$ cat src/rtl/bsbs_pkg.sv
// Constants, encodings and carrier types for the branch/skip/bit/shift unit
package bsbs_pkg;
    // ------------------------------------------------------------
    // Widths
    // ------------------------------------------------------------
    localparam int BSBS_PC_W   = 16;
    localparam int BSBS_DATA_W = 8;
    localparam int BSBS_ADDR_W = 5;

    // ------------------------------------------------------------
    // Status flag positions
    // ------------------------------------------------------------
    localparam int BSBS_FLAG_C = 0;
    localparam int BSBS_FLAG_Z = 1;
    localparam int BSBS_FLAG_N = 2;
    localparam int BSBS_FLAG_V = 3;
    localparam int BSBS_FLAG_S = 4;

    // ------------------------------------------------------------
    // Opcode masks and match values
    // ------------------------------------------------------------
    localparam logic [15:0] BSBS_BR_MASK   = 16'hFC00;
    localparam logic [15:0] BSBS_BR_SET    = 16'hF000;
    localparam logic [15:0] BSBS_BR_CLR    = 16'hF400;
    localparam logic [15:0] BSBS_IO_MASK   = 16'hFF00;
    localparam logic [15:0] BSBS_SKIP_SET  = 16'h9B00;
    localparam logic [15:0] BSBS_IO_SET    = 16'h9A00;
    localparam logic [15:0] BSBS_IO_CLR    = 16'h9800;
    localparam logic [15:0] BSBS_SH_MASK   = 16'hFC00;
    localparam logic [15:0] BSBS_SHL       = 16'h0C00;
    localparam logic [15:0] BSBS_ROL       = 16'h1C00;
    localparam logic [15:0] BSBS_SHR_MASK  = 16'hFE0F;
    localparam logic [15:0] BSBS_SHR       = 16'h9406;

    // ------------------------------------------------------------
    // Extra cycles and program counter steps
    // ------------------------------------------------------------
    localparam logic [1:0] BSBS_XTRA_BRANCH = 2'h1;
    localparam logic [1:0] BSBS_XTRA_SHORT  = 2'h1;
    localparam logic [1:0] BSBS_XTRA_LONG   = 2'h2;
    localparam logic [1:0] BSBS_XTRA_IOBIT  = 2'h1;
    localparam logic [BSBS_PC_W-1:0] BSBS_STEP_SHORT = 16'h0002;
    localparam logic [BSBS_PC_W-1:0] BSBS_STEP_LONG  = 16'h0003;

    // Sequencer states
    typedef enum logic [0:0] {
        BSBS_EXEC = 1'b0,
        BSBS_HOLD = 1'b1
    } bsbs_state_t;

    // Instruction from fetch
    typedef struct packed {
        logic                 valid;
        logic [15:0]          word;
        logic [BSBS_PC_W-1:0] pc;
        logic                 next_long;
    } bsbs_fetch_t;

    // Program counter load
    typedef struct packed {
        logic                 load;
        logic [BSBS_PC_W-1:0] target;
    } bsbs_pc_t;

    // Status register write
    typedef struct packed {
        logic                   we;
        logic [BSBS_DATA_W-1:0] value;
    } bsbs_status_flags_register_t;

    // Register or I/O write
    typedef struct packed {
        logic                   we;
        logic [BSBS_ADDR_W-1:0] addr;
        logic [BSBS_DATA_W-1:0] data;
    } bsbs_wr_t;
endpackage

$ cat src/rtl/bsbs_exec.sv
// Execution of flag branches, I/O bit skip, I/O bit set/clear and shifts
// ------------------------------------------------------------
// What this block does
// - Skip next instruction when I/O bit is one; flags untouched.
// - Flag-set branch tests indexed status bit, jumps to pc+k+1.
// - Flag-clear branch jumps to pc+k+1 when indexed bit is zero.
// - Equal uses Z one, not-equal uses Z zero; flags kept.
// - Carry-clear/same-or-higher on C zero; carry-set/lower on C one.
// - Negative branch on N one, positive branch on N zero.
// - Signed ge when N xor V is zero, lt when one.
// - Half-carry branches on H one or zero.
// - T-bit branches on T one or zero, flags kept.
// - Overflow branches on V one or zero.
// - Interrupt branches on I one or zero.
// - Set I/O bit writes one, others kept, two cycles.
// - Clear I/O bit writes zero, others kept, no flags.
// - Left shift inserts zero at bit 0, updates Z C N V.
// - Right shift inserts zero at bit 7, updates Z C N V.
// - Rotate left through carry, old bit 7 into carry.
// ------------------------------------------------------------
`timescale 1ns/10ps
module bsbs_exec (
    // Clock and reset
    input  wire logic                 clk,
    input  wire logic                 rst,
    // Instruction fetch
    input  wire bsbs_pkg::bsbs_fetch_t fetch_i,
    output logic                      ready_o,
    output bsbs_pkg::bsbs_pc_t        pc_o,
    // Status register
    input  wire logic [7:0]           status_flags_register_i,
    output bsbs_pkg::bsbs_status_flags_register_t      status_flags_register_o,
    // Working registers
    output logic [4:0]                rf_addr_o,
    input  wire logic [7:0]           rf_rdata_i,
    output bsbs_pkg::bsbs_wr_t        rf_o,
    // I/O register space
    output logic [4:0]                io_addr_o,
    input  wire logic [7:0]           io_rdata_i,
    output bsbs_pkg::bsbs_wr_t        io_o
);
    import bsbs_pkg::*;

    bsbs_state_t            state_reg;
    logic [1:0]             cnt_reg;
    logic                   acc;
    logic [15:0]            w;
    logic                   is_brs;
    logic                   is_brc;
    logic                   is_skip;
    logic                   is_sbit;
    logic                   is_cbit;
    logic                   is_shl;
    logic                   is_rol;
    logic                   is_shr;
    logic                   flag_sel;
    logic                   taken;
    logic                   io_bit;
    logic [7:0]             bit_mask;
    logic [BSBS_PC_W-1:0]   offset;
    logic [BSBS_PC_W-1:0]   br_target;
    logic [7:0]             sh_res;
    logic                   sh_c;
    logic [7:0]             sh_flags;

    // ------------------------------------------------------------
    // Decode
    // ------------------------------------------------------------
    assign w        = fetch_i.word;
    assign ready_o  = (state_reg == BSBS_EXEC);
    assign acc      = fetch_i.valid && ready_o;
    assign is_brs   = (w & BSBS_BR_MASK) == BSBS_BR_SET;
    assign is_brc   = (w & BSBS_BR_MASK) == BSBS_BR_CLR;
    assign is_skip  = (w & BSBS_IO_MASK) == BSBS_SKIP_SET;
    assign is_sbit  = (w & BSBS_IO_MASK) == BSBS_IO_SET;
    assign is_cbit  = (w & BSBS_IO_MASK) == BSBS_IO_CLR;
    // Shift aliases use the same register on both operands
    assign is_shl   = ((w & BSBS_SH_MASK) == BSBS_SHL)
                      && ({w[9], w[3:0]} == w[8:4]);
    assign is_rol   = ((w & BSBS_SH_MASK) == BSBS_ROL)
                      && ({w[9], w[3:0]} == w[8:4]);
    assign is_shr   = (w & BSBS_SHR_MASK) == BSBS_SHR;

    // Operand addresses straight from the word
    assign rf_addr_o = w[8:4];
    assign io_addr_o = w[7:3];
    assign io_bit    = io_rdata_i[w[2:0]];
    assign bit_mask  = 8'h01 << w[2:0];

    // ------------------------------------------------------------
    // Branch condition and target
    // ------------------------------------------------------------
    // Signed test uses N xor V, other indices read the flag itself
    always_comb begin
        if (w[2:0] == 3'(BSBS_FLAG_S)) begin
            flag_sel = status_flags_register_i[BSBS_FLAG_N] ^ status_flags_register_i[BSBS_FLAG_V];
        end else begin
            flag_sel = status_flags_register_i[w[2:0]];
        end
    end

    // Set form wants one, clear form wants zero
    assign taken = (is_brs && flag_sel)
                   || (is_brc && !flag_sel);
    // Same selection covers V and I indices too
    assign offset    = {{(BSBS_PC_W-7){w[9]}}, w[9:3]};
    assign br_target = fetch_i.pc + offset + 16'h0001;

    // ------------------------------------------------------------
    // Shift datapath
    // ------------------------------------------------------------
    always_comb begin
        sh_res = {rf_rdata_i[6:0], 1'b0};
        sh_c   = rf_rdata_i[7];
        if (is_rol) begin
            sh_res = {rf_rdata_i[6:0], status_flags_register_i[BSBS_FLAG_C]};
        end else if (is_shr) begin
            sh_res = {1'b0, rf_rdata_i[7:1]};
            sh_c   = rf_rdata_i[0];
        end
        sh_flags                = status_flags_register_i;
        sh_flags[BSBS_FLAG_C]   = sh_c;
        sh_flags[BSBS_FLAG_Z]   = (sh_res == 8'h00);
        sh_flags[BSBS_FLAG_N]   = sh_res[7];
        sh_flags[BSBS_FLAG_V]   = sh_res[7] ^ sh_c;
    end

    // ------------------------------------------------------------
    // Sequencer
    // ------------------------------------------------------------
    // Hold off fetch for the extra cycles of a multi-cycle instruction
    always_ff @(posedge clk) begin
        if (rst) begin
            state_reg <= BSBS_EXEC;
            cnt_reg   <= 2'h0;
        end else begin
            case (state_reg)
                BSBS_EXEC: begin
                    if (acc && taken) begin
                        state_reg <= BSBS_HOLD;
                        cnt_reg   <= BSBS_XTRA_BRANCH;
                    end else if (acc && is_skip && io_bit) begin
                        state_reg <= BSBS_HOLD;
                        cnt_reg   <= fetch_i.next_long ? BSBS_XTRA_LONG
                                                       : BSBS_XTRA_SHORT;
                    end else if (acc && (is_sbit || is_cbit)) begin
                        state_reg <= BSBS_HOLD;
                        cnt_reg   <= BSBS_XTRA_IOBIT;
                    end
                end
                BSBS_HOLD: begin
                    if (cnt_reg == 2'h1) begin
                        state_reg <= BSBS_EXEC;
                    end
                    cnt_reg <= cnt_reg - 2'h1;
                end
                default: begin
                    state_reg <= BSBS_EXEC;
                    cnt_reg   <= 2'h0;
                end
            endcase
        end
    end

    // ------------------------------------------------------------
    // Program counter load
    // ------------------------------------------------------------
    always_ff @(posedge clk) begin
        if (rst) begin
            pc_o <= '0;
        end else begin
            pc_o.load <= 1'b0;
            if (acc && taken) begin
                pc_o.load   <= 1'b1;
                pc_o.target <= br_target;
            end else if (acc && is_skip && io_bit) begin
                pc_o.load   <= 1'b1;
                pc_o.target <= fetch_i.pc + (fetch_i.next_long
                               ? BSBS_STEP_LONG : BSBS_STEP_SHORT);
            end
        end
    end

    // ------------------------------------------------------------
    // Status and register write back
    // ------------------------------------------------------------
    // Only the shifts touch flags; branches, skips and bit ops do not
    always_ff @(posedge clk) begin
        if (rst) begin
            status_flags_register_o <= '0;
            rf_o   <= '0;
        end else begin
            status_flags_register_o.we <= 1'b0;
            rf_o.we   <= 1'b0;
            if (acc && (is_shl || is_rol || is_shr)) begin
                status_flags_register_o.we    <= 1'b1;
                status_flags_register_o.value <= sh_flags;
                rf_o.we      <= 1'b1;
                rf_o.addr    <= w[8:4];
                rf_o.data    <= sh_res;
            end
        end
    end

    // ------------------------------------------------------------
    // I/O bit read-modify-write
    // ------------------------------------------------------------
    always_ff @(posedge clk) begin
        if (rst) begin
            io_o <= '0;
        end else begin
            io_o.we <= 1'b0;
            if (acc && is_sbit) begin
                io_o.we   <= 1'b1;
                io_o.addr <= w[7:3];
                io_o.data <= io_rdata_i | bit_mask;
            end else if (acc && is_cbit) begin
                io_o.we   <= 1'b1;
                io_o.addr <= w[7:3];
                io_o.data <= io_rdata_i & ~bit_mask;
            end
        end
    end
endmodule // bsbs_exec

$ cat config.mk
export PLATFORM = sky130hd
export DESIGN_NAME = bsbs_exec
export DESIGN_NICKNAME = d
export VERILOG_FILES = /design/src/rtl/bsbs_pkg.sv /design/src/rtl/bsbs_exec.sv
export SDC_FILE = /design/constraint.sdc
export NUM_CORES = 1
export LEC_CHECK = 0
export ABC_AREA = 1
export BUFFER_PORTS_ARGS = -buffer_cell sky130_fd_sc_hd__buf_2
export CORE_ASPECT_RATIO = 1.75
export CORE_UTILIZATION = 40
export DETAILED_ROUTE_END_ITERATION = 7
export GPL_ROUTABILITY_DRIVEN = 0
export MAX_ROUTING_LAYER = met4
export SETUP_SLACK_MARGIN = 0.1
export SLEW_MARGIN = 20
export SYNTH_ARGS = -nofsm -noshare
export SYNTH_HDL_FRONTEND = slang
export SYNTH_SLANG_ARGS = --single-unit
$ cat constraint.sdc
create_clock -name clk -period 2.33 [get_ports clk]
set_input_delay 0.1165 -clock clk [delete_from_list [all_inputs] [get_ports clk]]
set_output_delay 0.1165 -clock clk [all_outputs]
set_load 0.1 [all_outputs]
# After elaboration in Yosys (flattened, before gate mapping)
# Cells that the tools add are included.
# op_classes
reduce_logical	20
add_sub_neg	4
shift	1
n_lt_le_gt_ge	1
mux	26
bitwise_logic	6
eq_ne	12
# op_table
op	count
14-bit 2-to-1 mux	3
17-bit 2-to-1 mux	2
8-bit equality test, second input constant	3
16-bit by 1-bit adder with 16-bit output, second input constant	1
16-bit adder	1
16-bit by 2-bit adder with 16-bit output	1
8-bit 2-to-1 mux	2
6-bit equality test, second input constant	2
1-bit logical AND	12
11-bit equality test, second input constant	1
1-bit 2-to-1 mux	10
9-bit 2-to-1 mux	1
8-bit bitwise AND	1
8-bit zero test	1
2-bit 2-to-1 mux	4
8-bit NOT	1
8-bit OR	1
1-bit by 3-bit left shift with 8-bit output, first input constant	1
1-bit binary-select mux with 3-bit select	2
6-bit by 2-bit equality test with 1-bit output, second input constant	1
6-bit by 3-bit equality test with 1-bit output, second input constant	1
5-bit equality test	1
1-bit logical OR	4
3-bit by 4-bit less-than comparator with 1-bit output, second input constant	1
other kinds (10)	12
# word_totals
inputBits	60
output_inout_bits	65
wordCells	82
ff_bits	57

# Longest topological paths before layout
# Gate-level depths: netlist (run 1).
# logic_depth
depth_word	9
depth_mapped	15
ltp_nobuf	15

# Least setup slack after synthesis (run 1)
# Ideal clock, no wire load.
# synth_timing
path_type	flip-flop to flip-flop
startpoint	reg state_reg
endpoint	reg pc_o[9] (netlist name)
arrival_ps	1813
path_slack_ps	402
setup_ps	115
required_time_ps	2215
n_path_buf	1
stages_incl_launch_ff	12
synth_period_minus_slack_ps	1928
path_cell_list	dfxtp_1 inv_2 nand2_1 inv_2 nand3_1 nor2_1 nand3_1 buf_2 nand2_1 nand2_1 a21oi_1 nor2_1
# synth_between
elab_chain_cells	5
elab_cells_between_ends	7
classes_between	mux (1); bitwise (1); reduce/logical (5)
# synth_rtl
element	line	source
start, declared	bsbs_exec.sv:44	bsbs_state_t state_reg;
start signal, assigned	bsbs_exec.sv:134	state_reg <= BSBS_EXEC;
start signal, assigned	bsbs_exec.sv:140	state_reg <= BSBS_HOLD;
start signal, assigned	bsbs_exec.sv:143	state_reg <= BSBS_HOLD;
1-bit NOT (*)	--	
via ready_o	bsbs_exec.sv:28	output logic ready_o,
1-bit logical AND (*)	bsbs_exec.sv:71	assign acc = fetch_i.valid && ready_o;
1-bit logical AND (2 in a row)	bsbs_exec.sv:176	end else if (acc && is_skip && io_bit) begin
2-bit nonzero test (no source line)	--	
end, declared	bsbs_exec.sv:29	output bsbs_pkg::bsbs_pc_t pc_o,
# Mark *: on every way through the listed nets, which the timed path passes. The rest lies on a longest branch.
# A chain may end at the register's enable or synchronous reset.

# Final worst setup path (run 1)
# layout_timing
startpoint	reg state_reg
endpoint	reg pc_o[2] (netlist name)
# layout_between
elab_chain_cells	5
elab_cells_between_ends	7
classes_between	mux (1); bitwise (1); reduce/logical (5)
# layout_rtl
element	line
1-bit NOT (*)	--
1-bit logical AND (*)	bsbs_exec.sv:71
1-bit logical AND (2 in a row)	bsbs_exec.sv:176
2-bit nonzero test (no source line)	--
# Every way passes the cells marked *; elsewhere a longest branch is shown, timed or not.

==> results of run 1 <==
==> cell usage in the layout, fill, tap and decap left out, types with 5 or more instances in the layout <==
cell and instances:
nor3_1 9, a21oi_1 39, nand3_1 69, nand2_1 188
dfxtp_1 55, inv_2 8, ha_1 21, o21ai_0 53
inv_1 76, buf_2 124, xor2_1 7, xnor2_1 6
nand2_2 5, or2_2 5, clkbuf_16 5, o21bai_1 5
buf_4 6, nand4_1 14, nor2_1 85
==> cells by family after synthesis <==
logic type,count (synthesis),synth area share
AND/OR/NAND/NOR,392,0.398
AO/OA/AOI/OAI,110,0.136
flip-flops,55,0.255
buffers and inverters,115,0.119
XOR/XNOR,13,0.0264
adder cells (fa/ha/maj),22,0.0655
==> worst reg2reg max path, stage by stage (launching register included) <==
cell and delay [ps]:
dfxtp_1 330, inv_2 90, nand2_1 130, inv_2 170
nand3_1 200, nor2_1 170, nand2_1 80, nor2_2 260
nand3_1 130, nand2_1 140, nor2_1 60, nor2_1 70
==> power breakdown <==
group / internal [W] / switching (W) / leakage [nW]
clock: 0.000459 / 0.000344 / 0.0772
combinational: 0.000235 / 0.000669 / 2.22
sequential: 0.000968 / 0.0000160 / 0.445
==> worst paths after layout <==
| kind | slack [ps] | to |
|---|---|---|
| max | 430 | pc_o[2]$_SDFFE_PP0P_ |
| min | 90 | status_flags_register_o[4]$_SDFFE_PP0P_ |
| max reg2reg | 430 | pc_o[2]$_SDFFE_PP0P_ |
| min reg2reg | 470 | io_o[5]$_SDFFE_PP0P_ |
==> Yosys cell counts, drive strengths merged (11+ instances only) <==
cell type	instances
nand4	14
o21ai	57
nor2	90
a21oi	41
ha	21
buf	24
inv	84
nand2	193
nor3	11
dfxtp	55
nand3	73
==> per-layer routing <==
layer | track usage | wire (µm) | vias up
met1 | 0.257 | 5140 | 2242
met3 | 0.0308 | 717 | 65
met5 | - | 0 | -
met4 | 0.192 | 973 | 0
met2 | 0.492 | 7860 | 188
li1 | - | - | 2495
==> stage by stage <==
step | power, W | instance area [µm²] | setup slack [ps] | instances | hold slack, ps
6_report | 0.00269 | 5100 | 432 | 941 | 89.7
4_1_cts | 0.00271 | 5100 | 423 | 941 | 84.2
2_1_floorplan | 0.00168 | 4320 | 402 | 707 | 260
5_1_grt | 0.00283 | 5100 | 263 | 941 | 101
3_5_place_dp | 0.00190 | 4940 | 327 | 933 | 392
3_3_place_gp | 0.00190 | 4940 | 360 | 933 | 370
==> cell type report <==
cell class              count  area [µm²]
clock buffers               8         156
multi-input cells         537        2700
inverters                  84         315
fillers                  1099        5260
well taps                 127         159
repair buffers            130         666
flip-flops and latches     55        1100
==> metrics.txt, run 1 <==
HPWL after DPL between 10 and 15 mm; worst r2r path cells 11; Post-synth EDFFs 0; WP data arrival between 2000 and 2500 ps; asr flop ratio synth 0; critical path launch point type register; # hold bufs at CTS 0; Fmax roughly 530 MHz; P&R area growth vs syn 18.1%; setup_tns 0 ps; Routed Antenna Nets 0; Util after Layout 0.492; Post-Syn Area 4320 µm²; CP Capture Type register; Die W ~81 µm; Ys Warns 0; worst hold-check path type input port to register; CTS Buffer Depth 2; layout net count 895; Tmin final ~1900 ps; post-CTS setup buffers 0; CTS root buffer clkbuf_16; slew margin rel. 0.593; Yosys cell types 35; worst vdd ir 0.400 mV; max reg flops 17; first-pass GRT wire length ~23 mm; flops & latches, synth 55; Pwr Density 528 nW/µm²; Die Span Y ~140 µm; vias in the first global route about 4700; area of the core 10400 µm²; setup violators final 0; row count 49; post-cts sizing count 0; final worst-path cycle share 0.815; CP top delay family simple AND/OR/NAND/NOR gates; Largest regs pc_o (17), io_o (14), rf_o (12); syn nets 789; clk_lat worst skew 300 ps; Iter 0 DRT Violations approximately 200; die area around 11000 µm²; share of cells above drive strength 1 0.208; CTS buffer count 5; Port Buffers around 120; total congestion overflow 0; Yosys top cell area share 0.255; register name with the most flops pc_o; Fin. Hold Viols 0; launching point of the worst reg2reg path state_reg$_SDFF_PP0_; Worst-Margin Slew between 600 and 700 ps; largest net degree at the start of global routing 34; DRT Pass-1 Iters 5; Avg Cell Area, Syn roughly 6.1 µm²; worst stage delay on the critical path 330 ps; CTS tree built; CP Data Required Time roughly 2600 ps; status completed; CTS clock-pin slew for the worst setup and hold paths approximately 70 ps; Worst Setup SP state_reg$_SDFF_PP0_; Slew Viols, Final 0; antenna diode count 0; RSZ-0062 raised after global routing false; post-synthesis cell count just over 700; CP Class register to register; antenna violations before repair 0; io pins ~130; H-tree depth 2; Num Clock Sinks 55; commonest register cell after synthesis dfxtp_1; DR WL/cell 15.6 µm; via count roughly 5000; final WL about 15 mm; area leader, netlist dfxtp_1; cells along the critical path inv_2, nand2_1, inv_2, nand3_1, nor2_1, nand2_1, nor2_2, nand3_1, nand2_1, nor2_1, nor2_1; Hold Startpoint status_flags_register_i[4]; Seq/Total Area, Yosys 0.255; worst path bufs/invs 2; crit path max-delay cell type dfxtp_1; GRT Util Overall 0.273; Critical Path Fanout Max 6; Initial Util 0.417; instance count on the critical path 11; Vias/cell roughly 5.3; Max Cap Viol 0; Leakage about 2.7 nW; Synth area leaders dfxtp_1 (26%), nand2_1 (16%), nand3_1 (8.0%), nor2_1 (7.4%), inv_1 (6.6%); Clock Skews about 4.4 ps; hold depth 3; DRC errors left 0
(Power assumes the default switching activity.)
==> inputs of run 2 (changes only) <==
Settings changed: PLACE_DENSITY set to 0.67.
Clock period 2.33 ns to 1.5 ns, I/O delays scaled along.
==> run 2 against run 1 <==
Die area stayed put. Core utilization is 12 points higher. Largest power group is now combinational logic. Setup slack lost 410 ps. Final area grew 25%. Wire length increased by 9.8%. Critical path depth up 1. Sequential share of layout area fell by 4.3 points. Via count up 10%. Critical endpoint is now pc_o[8]$_SDFFE_PP0P_. First-iteration DRC count increased by 39%. Sequential power increased by 55%. Hold slack got worse by 85 ps.
==> metrics.txt, run 2 (synthesized netlist as in run 1, its figures left out) <==
status completed; CTS clock-pin slew for the worst setup and hold paths approximately 70 ps; Worst Setup SP state_reg$_SDFF_PP0_; Fin. Hold Viols 0; Leakage 3.37 nW; worst stage delay on the critical path about 380 ps; largest net degree at the start of global routing 33; launching point of the worst reg2reg path state_reg$_SDFF_PP0_; total congestion overflow 0; CP Capture Type register; CP Class register to register; slew margin rel. 0.652; H-tree depth 2; Die W 80.5 µm; worst slack, placed -290 ps; Iter 0 DRT Violations ~280; DRC errors left 0; RSZ-0062 raised after global routing true; Storage cell area 1110 µm²; final worst setup slack 26.1 ps; clk_lat worst skew 300 ps; setup violators final 0; via count 5513; # hold bufs at CTS 0; Initial Util 0.417; share of cells above drive strength 1 0.367; Port Buffers 124; DRT Pass-1 Iters 4; Critical Path Fanout Max 3; vias in the first global route roughly 5500; Hold Startpoint rst; layout net count 1013; Num Clock Sinks between 50 and 60; worst path bufs/invs 3; CTS buffer count 5; area of the multi-input gates ~3000 µm²; Pwr Density a little over 700 nW/µm²; Die Span Y 139 µm; Fmax roughly 680 MHz; Tmin final roughly 1500 ps; Max Cap Viol 0; P&R area growth vs syn 48.0%; GRT Util Overall 0.299; most frequent cells in the layout nand2_1 (175), buf_2 (122), buf_4 (109), nor2_1 (80), inv_1 (72); CTS Buffer Depth 2; Largest regs pc_o (17), io_o (14), rf_o (12); first-pass GRT wire length 25.1 mm; crit path max-delay cell type dfxtp_4; Worst-Margin Slew between 500 and 600 ps; final worst-path cycle share 0.983; io pins around 130; row count 49; critical path launch point type register; total power around 0.0045 W; CP top delay family simple AND/OR/NAND/NOR gates; max reg flops 17; commonest non-fill, non-tap cell in the layout nand2_1; DR WL/cell roughly 15 µm; Slew Viols, Final 0; CP Data Required Time around 1700 ps; worst vdd ir between 0.5 and 0.6 mV; CTS root buffer clkbuf_16; die area approximately 11000 µm²; CTS tree built; antenna diode count 0; worst hold-check path type input port to register; cells along the critical path inv_12, nand2_8, clkinv_8, nand3_4, nor2_4, nand2_2, nor2_4, buf_6, nand2_2, o21ai_2, nor2_1, nor2_1; register name with the most flops pc_o; WP data arrival 1710 ps; Routed Antenna Nets 0; fill cell count around 1000; Vias/cell around 5.2; setup_tns 0 ps; antenna violations before repair 0; Clock Skews about 3.2 ps; area of the core approximately 10000 µm²; HPWL after DPL between 10 and 15 mm; final WL around 16 mm
## run 2: final timing paths
| check | end | slack (ps) | depth (start not counted) |
|---|---|---|---|
| worst min-delay path | status_flags_register_o[8]$_SDFF_PP0_ | 5 | 2 |
| worst max register to register | pc_o[8]$_SDFFE_PP0P_ | 30 | 12 |
| worst min register to register | io_o[4]$_SDFFE_PP0P_ | 470 | 2 |
| worst max-delay path | pc_o[8]$_SDFFE_PP0P_ | 30 | 12 |
## run 2: repair_timing
| item | in CTS | in global routing |
|---|---|---|
| resized for setup | 25 | 57 |
| setup buffers | 6 | 2 |
| pin swaps | 2 | 9 |
| cloned | 2 | 1 |
| endpoints found under the setup margin | 24 | 53 |
## run 2: where the power goes
group | switching (W) | leakage [nW] | internal, W | total, W
clock | 0.000553 | 0.0727 | 0.000655 | 0.00121
combinational | 0.00115 | 2.85 | 0.000612 | 0.00177
sequential | 0.0000308 | 0.447 | 0.00150 | 0.00153
## run 2: metrics by stage
step / cell area (µm²) / utilization / cells / hold WS (ps)
final: 6390 / 0.617 / 1058 / 4.84
after global routing: 6390 / 0.617 / 1058 / 18.4
after CTS: 6190 / 0.597 / 1055 / 5.71
after detailed placement: 5900 / 0.570 / 1040 / 319
after global placement: 5900 / 0.570 / 1040 / 318
after floorplan: 4440 / - / 707 / 218
## run 2: final cells by class
cell class | instances | share of cell area
clock buffer | 6 | 0.0217
clock inverter | 1 | 0.000783
inverter | 84 | 0.0544
multi-input combinational | 538 | 0.467
sequential | 55 | 0.173
tap | 127 | 0.0249
timing repair buffer | 246 | 0.257
timing repair inverter | 1 | 0.00117
## run 2: per-layer routing
layer | vias up | wire [µm] | GRT usage
met5 | - | 0 | -
met4 | 0 | 1110 | 0.207
met3 | 62 | 703 | 0.0256
met2 | 189 | 8660 | 0.543
met1 | 2529 | 5660 | 0.285
li1 | 2733 | - | -
==> inputs of run 3 (changes only) <==
Settings changed: ABC_AREA 1 to 0, PLACE_DENSITY 0.67 to 0.68.
==> run 3 against run 2 <==
The flow now finishes with violations (setup timing). Synthesized area shrank 10%. Sequential cell count stayed put. Global-route usage rose by 1.3 points. Setup slack lost 210 ps. Sequential power is 4% lower. Critical path type unchanged.
==> metrics.txt, run 3 <==
first-pass GRT wire length 23.9 mm; Slew Viols, Final 0; power share of the combinational group 0.316; Synth Area in Adders 0.0732; syn nets between 500 and 600; Critical Path Fanout Max 5; antenna diode count 0; vias in the first global route just under 5000; Pwr Density about 650 nW/µm²; layout net count 778; total power 0.00422 W; Post-synth EDFFs 0; Die W 76.3 µm; DRC errors left 0; Worst Setup SP state_reg$_SDFF_PP0_; worst vdd ir 0.647 mV; Largest regs pc_o (17), io_o (14), rf_o (12); Avg Cell Area, Syn roughly 8.3 µm²; CP Class register to register; worst slack, placed -576 ps; asr flop ratio synth 0; most common cell in the netlist nand2_1; CTS buffer count 5; launching point of the worst reg2reg path state_reg$_SDFF_PP0_; Max Cap Viol 0; Post-Syn Area 3860 µm²; post-synthesis cell count roughly 470; Yosys top cell area share 0.285; XOR/XNOR Fraction of Synth Area 0.0612; multiplexer share of the synthesized area 0.0751; Routed Antenna Nets 0; R2R setup slack -180 ps; DRT Pass-1 Iters 6; crit path max-delay cell type dfxtp_4; Initial Util 0.411; post-route cell area around 6500 µm²; CP Data Required Time approximately 1700 ps; largest family of logic cells by synthesized area simple AND/OR/NAND/NOR gates; total congestion overflow 0; reg2reg end pc_o[13]$_SDFFE_PP0P_; CP Capture Type register; setup violators final 36; cells along the critical path nor2b_4, nand3_4, nor3_4, mux2_4, nand2_4, o31ai_2; P&R area growth vs syn 67.7%; failing checks setup timing; flops & latches, synth 55; sw frac 0.325; Num Clock Sinks 55; CTS Buffer Depth 2; largest net degree at the start of global routing 36; row count 47; final worst setup slack -183 ps; area leader, netlist dfxtp_1; Tmin final 1680 ps; io pins 125; CTS clock-pin slew for the worst setup and hold paths 80 ps; Vias/cell ~5.7; Worst-Margin Slew between 500 and 600 ps; Reg power frac 0.348; Yosys cell types 64; commonest non-fill, non-tap cell in the layout buf_2; worst r2r path cells 6; hold_ws between 7 and 8 ps; Post-synth top cells nand2_1 (63), dfxtp_1 (55), nor2_1 (43); status finished with violations; Port Buffers 124; Clock Power Share 0.336; Post-Synth Simple-Gate Area 0.222; final worst-path cycle share 1.12; Compound-Gate Fraction of Synth Area 0.206; Synth area leaders dfxtp_1 (28%), ha_1 (6.8%), nand2_1 (6.1%), a21oi_1 (4.5%), nor2_1 (4.2%); switching pwr ~0.0014 W; share of cells above drive strength 1 0.529; Ys Warns 0; HPWL after DPL roughly 9.8 mm; commonest register cell after synthesis dfxtp_1; Fmax between 500 and 600 MHz; worst hold-check path type input port to register; Fin. Hold Viols 0; RSZ-0062 raised after global routing true; worst stage delay on the critical path approximately 350 ps; Area after DPL about 5400 µm²; # hold bufs at CTS 0; Die Span Y 132 µm; Iter 0 DRT Violations around 300; register name with the most flops pc_o; antenna violations before repair 0; slew margin rel. 0.663; H-tree depth 2; WP data arrival roughly 1900 ps; area of the core 9410 µm²; max reg flops 17; cell-internal power 0.00285 W; CTS root buffer clkbuf_16; clk_lat worst skew between 300 and 400 ps; final WL around 16 mm; Leakage approximately 2.8 nW; most frequent cells in the layout buf_2 (113), buf_4 (99), nand2_1 (54), dfxtp_1 (52), a21oi_1 (31); Seq/Total Area, Yosys 0.285; GRT Util Overall 0.312; Clock Skews a little over 6 ps; Util after Layout 0.689; CTS tree built; critical path launch point type register; via count 4693; die area 10100 µm²; DR WL/cell between 15 and 20 µm; crit path capture pc_o[13]$_SDFFE_PP0P_
-- run 3: cell count changes after synthesis, sizes merged, moves of 11 or more --
cell | previous run | this run
a211oi | 0 | 17
mux2i | 0 | 14
nor2 | 90 | 43
xnor2 | 6 | 17
nand2 | 193 | 63
nand3 | 73 | 7
inv | 84 | 13
o21ai | 57 | 14
-- run 3: critical path, delay by kind of cell (launching register included) --
kind	cells	cell delay, ps
AO/OA/AOI/OAI	1	230
flip-flops	1	350
multiplexers	1	310
AND/OR/NAND/NOR	4	700
-- run 3: how the worst min path moves through the flow --
stage / from / end / depth (start not counted)
floorplan: fetch_i[0] / cnt_reg[0]$_SDFFE_PP0P_ / 1
global placement: status_flags_register_i[4] / status_flags_register_o[4]$_SDFFE_PP0P_ / 3
detailed placement: status_flags_register_i[4] / status_flags_register_o[4]$_SDFFE_PP0P_ / 3
CTS: status_flags_register_i[4] / status_flags_register_o[4]$_SDFFE_PP0P_ / 3
global route: status_flags_register_i[4] / status_flags_register_o[4]$_SDFFE_PP0P_ / 3
finish: status_flags_register_i[4] / status_flags_register_o[4]$_SDFFE_PP0P_ / 3
-- run 3: metrics by stage --
step / setup TNS (ps) / std cells
after floorplan: -5560 / 468
after global placement: -16950 / 779
after detailed placement: -19180 / 779
after CTS: -2130 / 815
after global routing: -5320 / 819
final: -2920 / 819
-- run 3: layout make-up --
cell class	count	area, µm²
clock buffers	5	125
inverters	14	75.1
clock inverters	3	47.5
fillers	743	2930
flip-flops and latches	55	1110
well taps	122	153
multi-input cells	370	3090
repair buffers	250	1890
-- run 3: logic make-up (layout without fill, tap and decap cells) --
logic type	after synthesis	in the layout
adders and majority gates	22	22
muxes	22	25
DFF	55	55
and+or+nand+nor	174	178
buffers and inverters	51	272
AOI/OAI and AO/OA	117	118
xor gates and xnor gates	27	27
-- run 3: power groups by stage --
stage	Combinational, W	Clock (W)	Sequential [W]
floorplan	0.000636	0	0.00154
global placement	0.00111	0	0.00150
detailed placement	0.00114	0	0.00150
CTS	0.00124	0.00143	0.00147
global route	0.00141	0.00147	0.00147
finish	0.00133	0.00142	0.00147
-- run 3: repair_timing --
item | in CTS | in global routing
endpoints found under the setup margin | 54 | 55
gates resized for setup | 87 | 51
cloned | 12 | 0
pin swaps | 30 | 39
buffers inserted | 16 | 7
-- run 3: layer usage --
| layer | GRT usage | routed length, µm |
|---|---|---|
| met1 | 0.291 | 5430 |
| met4 | 0.192 | 690 |
| met2 | 0.584 | 8870 |
| met3 | 0.0464 | 669 |
| met5 | - | 0 |
